`src/rtl/cupf_pkg.sv`:
```
// Purpose: Shared constants and carrier types of the card UART parity and FIFO setup block.
// Assumes: One 20 MHz clock; times are counted in half ETU ticks from the baud logic.
// Notes: Offsets are byte addresses on a 32-bit AHB-Lite bus.
package cupf_pkg;
   // Register byte offsets
   localparam logic [7:0] CFG_OFFSET = 8'h0C; // Parity and FIFO configuration, write only
   localparam logic [7:0] STAT_OFFSET = 8'h10; // Status view
   localparam logic [7:0] CTRL_OFFSET = 8'h14; // Protocol and direction control
   // Configuration field positions
   localparam int ERR_CNT_LSB = 4; // Error count field, bits 6 to 4
   localparam int FIFO_DEPTH_LSB = 0; // FIFO depth field, bits 2 to 0
   localparam int FIELD_W = 3;
   localparam logic [7:0] CFG_RESET = 8'h00; // Reset value of the configuration
   localparam logic [7:0] CFG_MASK = 8'h77; // Meaningful configuration bits
   // Control field positions
   localparam int CTRL_T1_BIT = 0; // 1 selects protocol T = 1
   localparam int CTRL_TX_BIT = 1; // 1 selects transmission mode
   localparam logic [1:0] CTRL_RESET = 2'h0;
   // Status field positions
   localparam int STAT_PE_BIT = 0; // Parity error flag
   localparam int STAT_CNT_LSB = 4; // Current error count
   // Character timing in half ETU steps from the character start
   localparam int HALF_PER_ETU = 2;
   localparam real RX_FLAG_ETU = 10.5; // Flag point in reception
   localparam real TX_FLAG_ETU = 11.5; // Flag point in transmission
   localparam real MANUAL_ETU = 13.5; // Manual rewrite start point
   localparam real RETX_ETU = 15.0; // Automatic repeat start point
   localparam logic [4:0] RX_FLAG_HALF = 5'(int'(RX_FLAG_ETU * HALF_PER_ETU));
   localparam logic [4:0] TX_FLAG_HALF = 5'(int'(TX_FLAG_ETU * HALF_PER_ETU));
   localparam logic [4:0] MANUAL_HALF = 5'(int'(MANUAL_ETU * HALF_PER_ETU));
   localparam logic [4:0] RETX_HALF = 5'(int'(RETX_ETU * HALF_PER_ETU));
   // AHB-Lite codes
   localparam logic [1:0] HTRANS_NONSEQ = 2'h2;
   localparam logic [1:0] HTRANS_SEQ = 2'h3;
   localparam logic HRESP_OKAY = 1'b0;

   // Events from the character engine, same clock
   typedef struct packed {
      logic char_start; // Pulse at a start bit
      logic half_etu_tick; // Pulse every half ETU
      logic parity_bad; // Level, valid at the flag point of a received character
      logic card_nak; // Level, valid at the flag point of a sent character
   } cupf_link_t;

   // Actions toward the character engine and FIFO
   typedef struct packed {
      logic fifo_store; // Pulse: write received character into FIFO
      logic fifo_drop; // Pulse: discard received character
      logic retransmit; // Pulse: start automatic repeat now
      logic rewrite_ok; // Pulse: manual rewrite may start now
   } cupf_act_t;
endpackage : cupf_pkg

```
`src/rtl/cupf_top.sv`:
```
// Purpose: Parity error counting, retry control and FIFO depth setup of a card UART.
// Assumes: AHB-Lite master, single word transfers; events arrive on the same clock.
// Notes: Zero wait state slave; reads return data in the data phase.
// Contract
// - Reset clears configuration: threshold one, depth one
// - Bits 6..4 set allowed repetitions before flag
// - Threshold equals error count field plus one
// - T0: good character clears the error counter
// - T0: flag holds until status register read
// - T0: NAKed character repeated automatically at 15 ETU
// - Field zero: no repeat, manual rewrite 13.5
// - T1: counter idle, first bad character flags
// - Bits 2..0 set FIFO depth one to eight
// - Flag at 10.5 ETU receive, 11.5 transmit
// - T0 drops bad characters, T1 stores them
`timescale 1ns/1ps
`default_nettype none
module cupf_top (
   // Clock, reset, enable
   input wire logic hclk,
   input wire logic hresetn,
   input wire logic clk_en,
   // AHB-Lite slave
   input wire logic hsel,
   input wire logic [7:0] haddr,
   input wire logic [1:0] htrans,
   input wire logic hwrite,
   input wire logic [2:0] hsize,
   input wire logic [31:0] hwdata,
   input wire logic hready,
   output logic [31:0] hrdata,
   output logic hreadyout,
   output logic hresp,
   // Character engine side
   input wire cupf_pkg::cupf_link_t link,
   output cupf_pkg::cupf_act_t act,
   output logic [2:0] fifo_depth_code,
   output logic parity_error_flag,
   output logic main_interrupt_n
);
   // Address phase capture
   logic wr_pend_q; // Write data phase pending
   logic [7:0] wr_addr_q; // Address of pending write
   logic [31:0] hrdata_q; // Read data register
   // Registers
   logic [7:0] cfg_q; // Parity and FIFO configuration
   logic [1:0] ctrl_q; // Protocol and direction
   logic pe_q; // Parity error flag
   logic [2:0] err_cnt_q; // Consecutive error count
   // Character timer
   logic timer_on_q; // Timer running for a character
   logic [4:0] half_q; // Half ETU count since start
   logic retx_pend_q; // Automatic repeat armed
   logic manual_pend_q; // Manual rewrite point armed
   cupf_pkg::cupf_act_t act_q; // Registered actions
   logic irq_n_q; // Interrupt pin register
   // Decode helpers
   logic addr_ok;
   logic rd_stat;
   logic t1_mode;
   logic tx_mode;
   logic [2:0] err_field;
   logic flag_point;
   logic bad_now;
   logic reach;
   logic set_pe;

   // True when the address phase is a valid transfer
   function automatic logic xfer(input logic [1:0] tr, input logic sel, input logic rdy);
      xfer = sel && rdy && (tr == cupf_pkg::HTRANS_NONSEQ || tr == cupf_pkg::HTRANS_SEQ);
   endfunction : xfer

   assign addr_ok = xfer(htrans, hsel, hready);
   assign rd_stat = addr_ok && !hwrite && (haddr == cupf_pkg::STAT_OFFSET);
   assign t1_mode = ctrl_q[cupf_pkg::CTRL_T1_BIT];
   assign tx_mode = ctrl_q[cupf_pkg::CTRL_TX_BIT];
   assign err_field = cfg_q[cupf_pkg::ERR_CNT_LSB +: cupf_pkg::FIELD_W];
   // Decision point depends on direction
   assign flag_point = timer_on_q && link.half_etu_tick &&
      (half_q + 5'h01 == (tx_mode ? cupf_pkg::TX_FLAG_HALF : cupf_pkg::RX_FLAG_HALF));
   assign bad_now = tx_mode ? link.card_nak : link.parity_bad;
   // Count after this error reaches field plus one
   assign reach = (err_cnt_q == err_field);
   assign set_pe = flag_point && bad_now && (t1_mode || reach);

   // Bus address phase capture for writes
   always_ff @(posedge hclk or negedge hresetn) begin
      if (!hresetn) begin
         wr_pend_q <= 1'b0;
         wr_addr_q <= 8'h00;
      end else if (clk_en) begin
         if (hready) begin
            wr_pend_q <= addr_ok && hwrite;
            wr_addr_q <= haddr;
         end
      end
   end

   // Read data, loaded at the address phase edge
   always_ff @(posedge hclk or negedge hresetn) begin
      if (!hresetn) begin
         hrdata_q <= 32'h0000_0000;
      end else if (clk_en) begin
         if (addr_ok && !hwrite) begin
            unique case (haddr)
               cupf_pkg::STAT_OFFSET: begin
                  hrdata_q <= {25'h0000000, err_cnt_q, 3'h0, pe_q};
               end
               cupf_pkg::CTRL_OFFSET: begin
                  hrdata_q <= {30'h00000000, ctrl_q};
               end
               default: begin
                  // Configuration is write only; unmapped reads zero
                  hrdata_q <= 32'h0000_0000;
               end
            endcase
         end
      end
   end

   // Configuration register write
   always_ff @(posedge hclk or negedge hresetn) begin
      if (!hresetn) begin
         cfg_q <= cupf_pkg::CFG_RESET;
      end else if (clk_en) begin
         if (wr_pend_q && wr_addr_q == cupf_pkg::CFG_OFFSET) begin
            cfg_q <= hwdata[7:0] & cupf_pkg::CFG_MASK;
         end
      end
   end

   // Control register write
   always_ff @(posedge hclk or negedge hresetn) begin
      if (!hresetn) begin
         ctrl_q <= cupf_pkg::CTRL_RESET;
      end else if (clk_en) begin
         if (wr_pend_q && wr_addr_q == cupf_pkg::CTRL_OFFSET) begin
            ctrl_q <= hwdata[1:0];
         end
      end
   end

   // Half ETU timer from each character start
   always_ff @(posedge hclk or negedge hresetn) begin
      if (!hresetn) begin
         timer_on_q <= 1'b0;
         half_q <= 5'h00;
      end else if (clk_en) begin
         if (link.char_start) begin
            timer_on_q <= 1'b1;
            half_q <= 5'h00;
         end else if (timer_on_q && link.half_etu_tick) begin
            half_q <= half_q + 5'h01;
            // Stop after the latest point of interest
            if (half_q + 5'h01 == cupf_pkg::RETX_HALF) begin
               timer_on_q <= 1'b0;
            end
         end
      end
   end

   // Error counter
   always_ff @(posedge hclk or negedge hresetn) begin
      if (!hresetn) begin
         err_cnt_q <= 3'h0;
      end else if (clk_en) begin
         if (flag_point) begin
            if (t1_mode) begin
               err_cnt_q <= 3'h0;
            end else if (!bad_now) begin
               err_cnt_q <= 3'h0;
            end else if (reach) begin
               err_cnt_q <= 3'h0;
            end else begin
               err_cnt_q <= err_cnt_q + 3'h1;
            end
         end
      end
   end

   // Parity error flag; a new set wins over the read clear
   always_ff @(posedge hclk or negedge hresetn) begin
      if (!hresetn) begin
         pe_q <= 1'b0;
      end else if (clk_en) begin
         if (set_pe) begin
            pe_q <= 1'b1;
         end else if (rd_stat) begin
            pe_q <= 1'b0;
         end
      end
   end

   // Retry arming in transmission
   always_ff @(posedge hclk or negedge hresetn) begin
      if (!hresetn) begin
         retx_pend_q <= 1'b0;
         manual_pend_q <= 1'b0;
      end else if (clk_en) begin
         if (link.char_start) begin
            retx_pend_q <= 1'b0;
            manual_pend_q <= 1'b0;
         end else if (flag_point && tx_mode && bad_now) begin
            // Repeat only in T0 while below the threshold
            retx_pend_q <= !t1_mode && !reach;
            // Field zero leaves the repeat to software
            manual_pend_q <= (err_field == 3'h0);
         end else if (timer_on_q && link.half_etu_tick) begin
            if (half_q + 5'h01 == cupf_pkg::RETX_HALF) begin
               retx_pend_q <= 1'b0;
            end
            if (half_q + 5'h01 == cupf_pkg::MANUAL_HALF) begin
               manual_pend_q <= 1'b0;
            end
         end
      end
   end

   // Action pulses toward the engine and FIFO
   always_ff @(posedge hclk or negedge hresetn) begin
      if (!hresetn) begin
         act_q <= '0;
      end else if (clk_en) begin
         act_q <= '0;
         if (flag_point && !tx_mode) begin
            // Bad characters are kept only in T1
            act_q.fifo_store <= !bad_now || t1_mode;
            act_q.fifo_drop <= bad_now && !t1_mode;
         end
         if (timer_on_q && link.half_etu_tick) begin
            act_q.retransmit <= retx_pend_q &&
               (half_q + 5'h01 == cupf_pkg::RETX_HALF);
            act_q.rewrite_ok <= manual_pend_q &&
               (half_q + 5'h01 == cupf_pkg::MANUAL_HALF);
         end
      end
   end

   // Interrupt pin follows the flag, active low
   always_ff @(posedge hclk or negedge hresetn) begin
      if (!hresetn) begin
         irq_n_q <= 1'b1;
      end else if (clk_en) begin
         irq_n_q <= !(set_pe || (pe_q && !rd_stat));
      end
   end

   // Bus handshake outputs, always ready and OKAY
   always_ff @(posedge hclk or negedge hresetn) begin
      if (!hresetn) begin
         hreadyout <= 1'b1;
         hresp <= cupf_pkg::HRESP_OKAY;
      end else if (clk_en) begin
         hreadyout <= 1'b1;
         hresp <= cupf_pkg::HRESP_OKAY;
      end
   end

   assign hrdata = hrdata_q;
   assign act = act_q;
   assign fifo_depth_code = cfg_q[cupf_pkg::FIFO_DEPTH_LSB +: cupf_pkg::FIELD_W];
   assign parity_error_flag = pe_q;
   assign main_interrupt_n = irq_n_q;
endmodule : cupf_top
`default_nettype wire

```
`config.mk`:
```
export PLATFORM = sky130hd
export DESIGN_NAME = cupf_top
export DESIGN_NICKNAME = d
export VERILOG_FILES = /design/src/rtl/cupf_pkg.sv /design/src/rtl/cupf_top.sv
export SDC_FILE = /design/constraint.sdc
export NUM_CORES = 1
export LEC_CHECK = 0
export BUFFER_PORTS_ARGS = -buffer_cell sky130_fd_sc_hd__buf_4
export CORE_ASPECT_RATIO = 1.2
export CORE_MARGIN = 3
export CORE_UTILIZATION = 47
export DETAILED_ROUTE_END_ITERATION = 6
export PLACE_DENSITY = 0.8
export SLEW_MARGIN = 20
export SYNTH_ARGS = -nofsm -noshare
export SYNTH_HDL_FRONTEND = slang
export SYNTH_SLANG_ARGS = --single-unit
export TNS_END_PERCENT = 10
```
`constraint.sdc`:
```
create_clock -name hclk -period 2.83 [get_ports hclk]
set_input_delay 0.566 -clock hclk [delete_from_list [all_inputs] [get_ports hclk]]
set_output_delay 0.566 -clock hclk [all_outputs]
set_load 0.01 [all_outputs]
```
Yosys cells after proc, flatten, opt, wreduce, memory -nomap -nowiden
Index checks and enable logic that the tools add are counted.

Flip-flop bits (word level): 66. Input port bits: 55. Output and inout port bits: 43. Word-level logic and storage cells: 96.

Add/sub/neg operators: 2. Eq/ne operators: 10. Mux-type cells: 21. Reduce and logical (&&, ||, !) cells: 47.

Operators by type and width (number): equality test 8 x 5 -> 1 bit (second input constant) (3); logical AND 1 bit (19); one-hot mux 7 bit (2 select lines) (1); AND reduction 2 bit (7); two-way mux 1 bit (12); equality test 5 bit (second input constant) (2); two-way mux 5 bit (2); two-way mux 3 bit (3); AND reduction 3 bit (3); nonzero test 3 bit (3); equality test 8 x 4 -> 1 bit (second input constant) (1); zero test 1 bit (7); two-way mux 2 bit (3); nonzero test 2 bit (3); adder 5 x 1 -> 5 bit (second input constant) (1); equality test 5 bit (1); equality test 2 bit (second input constant) (2); logical OR 1 bit (4); adder 3 x 1 -> 3 bit (second input constant) (1); equality test 3 bit (1); zero test 3 bit (1).

Depth between registers and ports, before layout
Gate-level depths: netlist of the first run.

Depth in word-level cells: 9. Mapped depth: 8. Gate-level depth less buffers: 7.

Worst setup path after synthesis of the first run
OpenSTA, ideal clock, no wires.

Kind: reg-to-reg. Start point: reg half_q[0]. End point: reg err_cnt_q[2]. Setup time: 0.121 ns. Arrival time: 2.208 ns. Setup slack: 0.501 ns. Cell stages (with the launch flop): 9. Buffers on the path: 1. Period minus slack after synthesis: 2.329 ns. Cells stage by stage: dfrtp_1 > inv_1 > ha_1 > xnor2_1 > or4b_4 > or3_1 > buf_2 > o21bai_1 > a22o_1.

Longest elaborated chain between the ends: 4.

RTL lines: from (decl) (RTL line cupf_top.sv:52) `logic [4:0] half_q;`; from (signal assigned) (RTL line cupf_top.sv:153) `half_q <= half_q + 5'h01;`; adder 5 x 1 -> 5 bit (RTL line cupf_top.sv:80) `(half_q + 5'h01 == (tx_mode ? cupf_pkg::TX_FLAG_HALF : cupf_pkg::RX_FLAG_HALF));`; equality test 5 bit (RTL line cupf_top.sv:80); logical AND 1 bit (RTL line cupf_top.sv:79) `assign flag_point = timer_on_q && link.half_etu_tick &&`; AND reduction 2 bit (no line); to (signal assigned) (RTL line cupf_top.sv:175) `err_cnt_q <= err_cnt_q + 3'h1;`; to (decl) (RTL line cupf_top.sv:49) `logic [2:0] err_cnt_q;`.

No other way between the ends. A chain may end at the register's enable or synchronous reset.

Final worst setup path of the first run
Same ends and word-level chain as after synthesis.

==> results of run 1 <==
cells in the mapped netlist (2+ instances only):
| library cell | instances | area (sq um) |
|---|---|---|
| inv_1 | 4 | 15.0 |
| nor3_1 | 2 | 10.0 |
| xnor2_1 | 3 | 26.3 |
| a22o_1 | 6 | 52.6 |
| ha_1 | 4 | 50.1 |
| clkbuf_1 | 4 | 15.0 |
| nand2b_1 | 3 | 18.8 |
| nand3_1 | 4 | 20.0 |
| o2bb2ai_1 | 4 | 35.0 |
| o2111ai_1 | 2 | 17.5 |
| buf_4 | 33 | 248 |
| nor2b_1 | 3 | 18.8 |
| nand2_1 | 14 | 52.6 |
| o21ai_0 | 8 | 40.0 |
| nor2_1 | 9 | 33.8 |
| mux2_2 | 17 | 191 |
| or4_1 | 3 | 22.5 |
| conb_1 | 2 | 7.51 |
| xor2_1 | 3 | 26.3 |
| mux2i_1 | 2 | 20.0 |
| nand3b_1 | 2 | 15.0 |
| dfrtp_1 | 38 | 951 |
| o31ai_1 | 2 | 15.0 |
| or3_1 | 2 | 12.5 |
| buf_2 | 2 | 10.0 |
flip-flops by register name (all words and copies together), names as in the netlist:
signal and flops:
timer_on_q 1, wr_addr_q 8, parity_error_flag 1, manual_pend_q 1
half_q 5, main_interrupt_n 1, act 4, retx_pend_q 1
ctrl_q 2, err_cnt_q 3, hrdata 5, wr_pend_q 1
cfg_q 6
cells in the final DEF, fill, tap and decap left out, types with 4 or more instances in the layout:
master,n
mux2_2,17
a22o_1,6
ha_1,4
clkbuf_8,7
inv_1,4
buf_4,40
nand2_1,14
nand3_1,4
nor2_1,9
dfrtp_1,38
o21ai_0,8
conb_1,29
o2bb2ai_1,4
cell families after synthesis:
kind of cell	count (synthesis)	share of synthesized area, %
AOI/OAI and AO/OA	37	13.0
xor gates and xnor gates	6	2.42
adders and majority gates	4	2.31
buffers and inverters	45	13.7
DFF	39	45.1
muxes	19	9.75
other	2	0.346
and+or+nand+nor	52	13.4
metrics by stage:
| step | area, sq um | util, % |
|---|---|---|
| global route | 2460 | 56.5 |
| floorplan | 2270 | - |
| global placement | 2360 | 54.2 |
| CTS | 2460 | 56.5 |
| finish | 2460 | 56.5 |
| detailed placement | 2360 | 54.2 |
final cells by class:
| type | instances | share of cell area [%] |
|---|---|---|
| Clock buffer | 8 | 4.07 |
| Sequential cell | 39 | 39.7 |
| Timing Repair Buffer | 40 | 12.2 |
| Inverter | 5 | 0.762 |
| Tap cell | 56 | 2.85 |
| Multi-Input combinational cell | 147 | 40.4 |
final timing paths:
kind / startpoint / to / slack, ns / cells past startpoint
max in group asynchronous: hresetn / main_interrupt_n / 2.24 / 1
setup reg to reg: half_q[0] / err_cnt_q[2] / 0.35 / 7
hold / removal: hresetn / act[3] / 0.23 / 1
setup / recovery: half_q[0] / err_cnt_q[2] / 0.35 / 7
min in group hclk: hrdata[1] / hrdata[1] / 0.49 / 2
hold reg to reg: hrdata[1] / hrdata[1] / 0.49 / 2
layer usage:
metal	GRT usage (%)	routed length, um	vias up	share of wire [%]
li1	-	-	727	-
met1	19.9	1750	746	43
met2	26.6	2000	57	49
met3	4.62	271	6	6.6
met4	6.16	56	0	1.4
met5	0	0	-	0
critical path, stage by stage (launching register included):
cell	delay, ns
dfrtp_1	0.49
inv_1	0.08
ha_1	0.33
xnor2_1	0.13
or4b_4	0.50
or3_1	0.42
o21bai_1	0.19
a22o_1	0.23
power groups by stage:
stage | registers, mW | logic, mW | clock network (mW)
2_1_floorplan | 0.615 | 0.141 | 0
3_3_place_gp | 0.627 | 0.152 | 0
3_5_place_dp | 0.629 | 0.156 | 0
4_1_cts | 0.619 | 0.156 | 0.420
5_1_grt | 0.624 | 0.172 | 0.442
6_report | 0.619 | 0.155 | 0.407
==> metrics.csv, run 1 <==
stage,metric,value,unit
run_status,status,finished clean,
floorplanning,effective utilization at floorplan,49.7,%
run,max cap viols,0,
power,Pwr per Cell Area,480,mW/mm^2
power,Clock Power Share,34.5,%
sta,max frequency,403,MHz
logic_synthesis,"Async S/R FF share, synth",100,%
cells_and_area,Final #Nets,297,
global_routing,vias in the first global route,1505,
sta,setup_tns,0,ns
clock_tree,CTS tree,done,
sta,number of setup violations in the final report,0,
power,share of total power in combinational logic,13.1,%
placement,Placement Setup Slack,0.352,ns
sta,Final Critical Period,2.48,ns
routing,Routed Antenna Nets,0,
clock_tree,Post-CTS Setup Inserts,0,
sta,fin crit share,87.6,%
sta,fin. max-slew vios,0,
global_routing,aggregate global-route resource usage,16.2,%
routing,DRT Pass-1 Iters,4,
sta,RSZ-0062 raised after global routing,false,
floorplanning,row count,26,
sta,final hold violations,0,
logic_synthesis,distinct cell type count after synthesis,53,
power,total power,1.18,mW
logic_synthesis,Syn Area/Cell,10.6,sq um
floorplanning,Die W,68.0,um
global_routing,gr ovfl total,0,
floorplanning,IO Pins,98,
clock_tree,total clock buffers created by CTS,5,
clock_tree,Post-CTS Resized,0,
routing,Vias/cell,5.21,
global_routing,largest net degree at the start of global routing,40,
cells_and_area,Register Area,977,sq um
logic_synthesis,sequential-to-total area share from yosys stat,45.1,%
placement,DP Cell Count,287,
power,switching power,296,uW
logic_synthesis,ys flop type,dfrtp_1,
sta,Worst Slack Setup Final,0.351,ns
logic_synthesis,Synth Instances,204,
cells_and_area,Post-Layout Cell Count,295,
critical_path,Setup CP Type,flop to flop,
cells_and_area,share of post-route cells with drive strength above 1,31.4,%
routing,DRC Markers,0,
floorplanning,die height,80.4,um
power,switch share,25.0,%
critical_path,WP data arrival,2.66,ns
routing,drt total wl,4.08,mm
power,maximum VDD drop,371,uV
logic_synthesis,number of enable flip-flop cells after synthesis,0,
power,Leak Pwr,1.19,nW
placement,Port Buffer Count,38,
critical_path,WP data required,3.02,ns
clock_tree,Clock Tree Root,clkbuf_8,
clock_tree,Clock Latency Late Sink,0.29,ns
global_routing,first-pass GRT wire length,6.75,mm
power,internal power,885,uW
critical_path,CP Capture Type,flop,
clock_tree,Clock Path Buffers,2,
cells_and_area,Layout area overhead,13.6,%
logic_synthesis,Seq cells post-synth,39,
critical_path,element type at the critical path start,flop,
critical_path,critical-path maximum fanout,9,
cells_and_area,Ant. Diodes,0,
clock_tree,CTS H-Tree Depth,2,
clock_tree,clk slew on worst S/H paths,0.07,ns
clock_tree,CTS Hold Buffers Added,0,
routing,vias post-DR,1536,
routing,Detailed Route Iter0 Violations,66,
min_path,min-delay worst type,input pin to asynchronous set/reset pin,
sta,Hold Slack,0.233,ns
routing,wire per inst,13.8,um
placement,DP HPWL,3.17,mm
floorplanning,core area,0.00436,sq mm
cells_and_area,# fillers,392,
logic_synthesis,"Cell Area, Synth",0.00217,sq mm
floorplanning,die area,0.00547,sq mm
sta,clk_skew,0.00630,ns
logic_synthesis,Synth Warn #,0,
placement,Placer Congestion,0.785,
clock_tree,TritonCTS Sinks,39,
power,part of the power in registers,52.4,%
cells_and_area,area of the multi-input gates,996,sq um
global_routing,antenna violations before repair,0,
(Power assumes the default switching activity.)
==> run 2, diff against run 1 <==
==> constraint.sdc (replaced) <==
create_clock -name hclk -period 2.83 [get_ports hclk]
set_input_delay 0.283 -clock hclk [delete_from_list [all_inputs] [get_ports hclk]]
set_output_delay 0.283 -clock hclk [all_outputs]
set_load 0.01 [all_outputs]
==> run 2 against run 1 <==
Register-to-register slack better by 0.02 ns. Core utilization shrank 0.23 points. Sequential power hardly changed. Combinational power hardly changed. Critical endpoint unchanged.
==> metrics.csv, run 2 (synthesized netlist as in run 1, its figures left out) <==
stage,metric,value,unit,change
clock_tree,total clock buffers created by CTS,5,,unchanged
global_routing,vias in the first global route,1479,,-1.7%
clock_tree,CTS tree,done,,
power,Leak Pwr,1.18,nW,-0.43%
sta,setup_tns,0,ns,unchanged
sta,number of setup violations in the final report,0,,unchanged
clock_tree,Post-CTS Setup Inserts,0,,unchanged
cells_and_area,Layout area overhead,13.1,%,
global_routing,antenna violations before repair,0,,unchanged
clock_tree,Clock Latency Late Sink,0.29,ns,about the same
placement,Placer Congestion,0.778,,-0.89%
cells_and_area,share of post-route cells with drive strength above 1,31.1,%,-0.29 points
sta,clk_skew,0.0121,ns,+0.00583 ns
routing,vias post-DR,1509,,-1.8%
sta,final hold violations,0,,unchanged
clock_tree,Clock Path Buffers,2,,unchanged
global_routing,gr ovfl total,0,,unchanged
critical_path,FF-to-FF Start,half_q[0],,
cells_and_area,Final #Nets,297,,unchanged
clock_tree,Post-CTS Resized,0,,unchanged
cells_and_area,biggest regs,"wr_addr_q (8), cfg_q (6)",,
cells_and_area,Ant. Diodes,0,,unchanged
routing,DRT Pass-1 Iters,4,,unchanged
critical_path,Worst Reg2Reg Path Length in Cells,7,,unchanged
routing,drt total wl,4.15,mm,+1.8%
critical_path,element type at the critical path start,flop,,
critical_path,WP data arrival,2.65,ns,about the same
critical_path,Setup CP Type,flop to flop,,
critical_path,cell-by-cell trace of the critical path,inv_1 -> ha_1 -> xnor2_1 -> or4b_4 -> or3_1 -> o21bai_1 -> a22o_1,,
global_routing,largest net degree at the start of global routing,40,,unchanged
clock_tree,CTS Hold Buffers Added,1,,+1
clock_tree,clk slew on worst S/H paths,0.08,ns,about the same
critical_path,WP data required,3.02,ns,about the same
run_status,status,finished clean,,
routing,wire per inst,14.1,um,+2.2%
routing,Detailed Route Iter0 Violations,86,,+30%
sta,fin. max-slew vios,0,,unchanged
floorplanning,die height,80.4,um,unchanged
sta,fin crit share,86.9,%,-0.66 points
critical_path,r2r endpoint,err_cnt_q[2],,
critical_path,Worst path max stage delay,0.50,ns,about the same
cells_and_area,max FFs per register,8,,unchanged
sta,Final Critical Period,2.46,ns,-0.0188 ns
floorplanning,IO Pins,98,,unchanged
clock_tree,TritonCTS Sinks,39,,unchanged
power,maximum VDD drop,363,uV,-2.0%
floorplanning,die area,0.00547,sq mm,unchanged
min_path,min-delay worst type,input pin to flop,,
sta,RSZ-0062 raised after global routing,false,,
cells_and_area,most frequent cells in the layout,"buf_4, dfrtp_1, conb_1",,
cells_and_area,Top reg by flops,wr_addr_q,,
min_path,worst min-delay path startpoint,hwrite,,
clock_tree,Clock Tree Root,clkbuf_8,,
critical_path,R2R setup slack,0.37,ns,+0.02 ns
critical_path,CP Capture Type,flop,,
floorplanning,core area,0.00436,sq mm,unchanged
sta,Worst Slack Setup Final,0.370,ns,+0.0188 ns
routing,Routed Antenna Nets,0,,unchanged
sta,max frequency,406,MHz,+0.76%
floorplanning,row count,26,,unchanged
run,max cap viols,0,,unchanged
critical_path,critical-path maximum fanout,9,,unchanged
floorplanning,effective utilization at floorplan,49.7,%,unchanged
global_routing,aggregate global-route resource usage,17.0,%,+0.70 points
placement,Placement Setup Slack,0.375,ns,+0.0236 ns
clock_tree,CTS H-Tree Depth,2,,unchanged
placement,DP HPWL,3.05,mm,-3.7%
critical_path,critical path's slowest cell,or4b_4,,
power,Pwr per Cell Area,471,mW/mm^2,-1.8%
min_path,WHS Endpoint,wr_pend_q,,
global_routing,first-pass GRT wire length,6.91,mm,+2.4%
routing,Vias/cell,5.13,,-1.4%
routing,DRC Markers,0,,unchanged
min_path,hold depth,2,,
placement,Port Buffer Count,38,,unchanged
cells_and_area,"most common cell after layout, fill and taps aside",buf_4,,
floorplanning,Die W,68.0,um,unchanged
## run 2: area by class of cell
class / instances / area [sq um]
timing repair buffer: 40 / 303
tap: 56 / 70.1
fill: 391 / 1910
clock buffer: 6 / 82.6
sequential: 39 / 977
clock inverter: 1 / 5.00
inverter: 5 / 18.8
multi-input combinational: 147 / 996
## run 2: through the flow
stage               hold slack (ns)  cell area (sq um)  cells  utilization, %  total power, mW
floorplan                   -0.0126               2270    231               -            0.756
global placement              0.278               2350    286            54.0            0.778
detailed placement            0.278               2350    286            54.0            0.782
CTS                           0.198               2450    294            56.3             1.17
global route                  0.204               2450    294            56.3             1.22
finish                        0.211               2450    294            56.3             1.15
## run 2: how the worst max path moves through the flow
| stage | end | cells past startpoint | start | slack, ns |
|---|---|---|---|---|
| after floorplan | err_cnt_q[2] | 8 | half_q[0] | 0.50 |
| after global placement | err_cnt_q[2] | 7 | half_q[0] | 0.41 |
| after detailed placement | err_cnt_q[2] | 7 | half_q[0] | 0.38 |
| after CTS | err_cnt_q[2] | 7 | half_q[0] | 0.36 |
| after global routing | err_cnt_q[2] | 7 | half_q[0] | 0.20 |
| final | err_cnt_q[2] | 7 | half_q[0] | 0.37 |
## run 2: routing by layer
metal / wire length (um) / GRT usage (%)
met5: 0 / 0
met4: 56 / 7.36
met3: 332 / 5.45
met2: 2080 / 27.3
met1: 1690 / 20.4
## run 2: critical path: cells and delay by family (launching register included)
family          cells  cell delay, ns
compound gates      2            0.41
buf+inv             1            0.08
flops               1            0.49
simple gates        2            0.91
xor+xnor            1            0.14
fa+ha+maj           1            0.32
## run 2: power by group
part	switching [mW]	internal (mW)
Sequential	0.0316	0.588
Combinational	0.0796	0.0744
Clock	0.190	0.191
Total	0.301	0.854
==> run 3, diff against run 2 <==
==> constraint.sdc (replaced) <==
create_clock -name hclk -period 2.83 [get_ports hclk]
set_input_delay 0 -clock hclk [delete_from_list [all_inputs] [get_ports hclk]]
set_output_delay 0 -clock hclk [all_outputs]
set_load 0.01 [all_outputs]
==> run 3 against run 2 <==
Die area stayed put. Non-clock buffer count increased by 15. Sequential share of layout area is 2.2 points lower. Core utilization rose by 3.4 points. Critical path depth stayed put. Clock power fell by 5.5%. Worst hold slack lost 0.19 ns. Largest cell class unchanged. Critical endpoint unchanged.
==> metrics.csv, run 3 (synthesized netlist as in run 1, its figures left out) <==
stage,metric,value,unit,change
floorplanning,die height,80.4,um,unchanged
routing,DRT Pass-1 Iters,4,,unchanged
sta,final hold violations,0,,unchanged
run,max cap viols,0,,unchanged
clock_tree,CTS tree,done,,
min_path,min-delay worst type,input pin to flop,,
critical_path,WP data arrival,2.68,ns,+0.03 ns
floorplanning,effective utilization at floorplan,49.7,%,unchanged
clock_tree,CTS H-Tree Depth,2,,unchanged
sta,Final Critical Period,2.50,ns,+0.0369 ns
sta,fin. max-slew vios,0,,unchanged
sta,clk_skew,0.00384,ns,-0.00829 ns
global_routing,vias in the first global route,1626,,+9.9%
sta,fin crit share,88.2,%,+1.3 points
power,Pwr per Cell Area,443,mW/mm^2,-5.8%
clock_tree,clk slew on worst S/H paths,0.07,ns,about the same
critical_path,Setup CP Type,flop to flop,,
floorplanning,die area,0.00547,sq mm,unchanged
global_routing,gr ovfl total,0,,unchanged
floorplanning,core area,0.00436,sq mm,unchanged
routing,Detailed Route Iter0 Violations,70,,-19%
power,switch share,26.3,%,+0.24 points
clock_tree,Post-CTS Resized,0,,unchanged
global_routing,largest net degree at the start of global routing,40,,unchanged
placement,Placer Congestion,0.775,,-0.28%
critical_path,WP data required,3.01,ns,about the same
placement,Port Buffer Count,38,,unchanged
routing,drt total wl,4.40,mm,+5.9%
sta,number of setup violations in the final report,0,,unchanged
clock_tree,total clock buffers created by CTS,5,,unchanged
critical_path,CP Capture Type,flop,,
cells_and_area,Layout area overhead,19.8,%,
cells_and_area,# fillers,347,,-11%
global_routing,antenna violations before repair,0,,unchanged
floorplanning,row count,26,,unchanged
clock_tree,TritonCTS Sinks,39,,unchanged
sta,max frequency,400,MHz,-1.5%
routing,vias post-DR,1597,,+5.8%
routing,Routed Antenna Nets,0,,unchanged
sta,RSZ-0062 raised after global routing,false,,
clock_tree,Clock Path Buffers,2,,unchanged
placement,Placement Setup Slack,0.339,ns,-0.0364 ns
cells_and_area,biggest regs,"wr_addr_q (8), cfg_q (6)",,
power,internal power,849,uW,-0.52%
placement,DP HPWL,3.21,mm,+5.2%
cells_and_area,Post-Route Utilization,59.6,%,+3.4 points
clock_tree,Clock Latency Late Sink,0.29,ns,about the same
routing,Vias/cell,5.15,,+0.37%
critical_path,element type at the critical path start,flop,,
cells_and_area,max FFs per register,8,,unchanged
routing,met2 WL,2.29,mm,+10%
global_routing,first-pass GRT wire length,7.46,mm,+7.9%
power,Leak Pwr,1.24,nW,+4.9%
cells_and_area,Top reg by flops,wr_addr_q,,
run_status,status,finished clean,,
clock_tree,Clock Tree Root,clkbuf_8,,
routing,wire per inst,14.2,um,+0.48%
routing,DRC Markers,0,,unchanged
power,share of total power in combinational logic,15.1,%,+1.8 points
power,switching power,303,uW,+0.72%
power,maximum VDD drop,385,uV,+6.0%
floorplanning,Die W,68.0,um,unchanged
clock_tree,Post-CTS Setup Inserts,0,,unchanged
routing,uppermost layer routed,met4,,
sta,setup_tns,0,ns,unchanged
power,Clock Power Share,31.2,%,-1.8 points
sta,Worst Slack Setup Final,0.333,ns,-0.0369 ns
routing,Metal-1 WL,1.75,mm,+3.9%
sta,Slew Limit Headroom,66.9,%,
cells_and_area,most frequent cells in the layout,"dfrtp_1, buf_4, conb_1",,
sta,worst-margin pin slew,0.491,ns,
power,part of the power in registers,53.7,%,about the same
cells_and_area,Final #Nets,312,,+5.1%
critical_path,critical-path maximum fanout,9,,unchanged
global_routing,aggregate global-route resource usage,18.2,%,+1.2 points
routing,met3 routed WL,276,um,-17%
floorplanning,IO Pins,98,,unchanged
cells_and_area,share of post-route cells with drive strength above 1,28.3,%,-2.7 points
cells_and_area,Ant. Diodes,0,,unchanged
## run 3: cell types whose count changed in the layout (fill, tap and decap cells not counted), sizes merged
cell,previous run,this run
clkbuf,6,7
dlygate4sd3,1,17
buf,39,38
## run 3: path summary, 6_finish.rpt
kind / depth (start not counted) / from / to / slack (ns)
setup / recovery: 7 / half_q[0] / err_cnt_q[2] / 0.33
hold / removal: 2 / clk_en / half_q[1] / 0.02
setup reg to reg: 7 / half_q[0] / err_cnt_q[2] / 0.33
hold reg to reg: 2 / hrdata[1] / hrdata[1] / 0.48
max in group asynchronous: 2 / hresetn / main_interrupt_n / 2.23
min in group asynchronous: 2 / hresetn / cfg_q[4] / 0.22
## run 3: final cells by class
type	instances	area [sq um]	area share, %
Sequential cell	39	977	37.6
Timing Repair Buffer	55	455	17.5
Inverter	5	18.8	0.722
Clock inverter	1	5.00	0.193
Tap cell	56	70.1	2.70
Clock buffer	7	76.3	2.94
Multi-Input combinational cell	147	996	38.3
## run 3: metal layers
metal  track usage [%]  up-vias
met2              32.3       56
met1              20.5      774
met3              4.76        7
met5                 0        -
met4              6.16        0
li1                  -      760
## run 3: timing repair
action	in CTS	in global routing
hold endpoints to repair	60	0
hold buffers	17	0
endpoints found under the setup margin	0	0
## run 3: power by group through the flow
| stage | clock network, mW | logic (mW) | registers [mW] |
|---|---|---|---|
| 5_1_grt | 0.394 | 0.194 | 0.624 |
| 3_3_place_gp | 0 | 0.149 | 0.627 |
| 4_1_cts | 0.375 | 0.174 | 0.619 |
| 3_5_place_dp | 0 | 0.155 | 0.630 |
| 6_report | 0.360 | 0.174 | 0.619 |
| 2_1_floorplan | 0 | 0.141 | 0.615 |
## run 3: worst max-delay path, cell delays in order (launching register included)
cell and delay [ns]:
dfrtp_1 0.49, inv_1 0.08, ha_1 0.34, xnor2_1 0.15, or4b_4 0.50, or3_1 0.42, o21bai_1 0.19, a22o_1 0.22
## run 3: through the flow
stage | instance area [sq um] | hold slack (ns) | cells | total power, mW
floorplan | 2270 | -0.296 | 231 | 0.756
global placement | 2350 | -0.00357 | 285 | 0.777
detailed placement | 2350 | -0.00254 | 285 | 0.785
CTS | 2600 | 0.0114 | 310 | 1.17
global route | 2600 | 0.0156 | 310 | 1.21
finish | 2600 | 0.0238 | 310 | 1.15
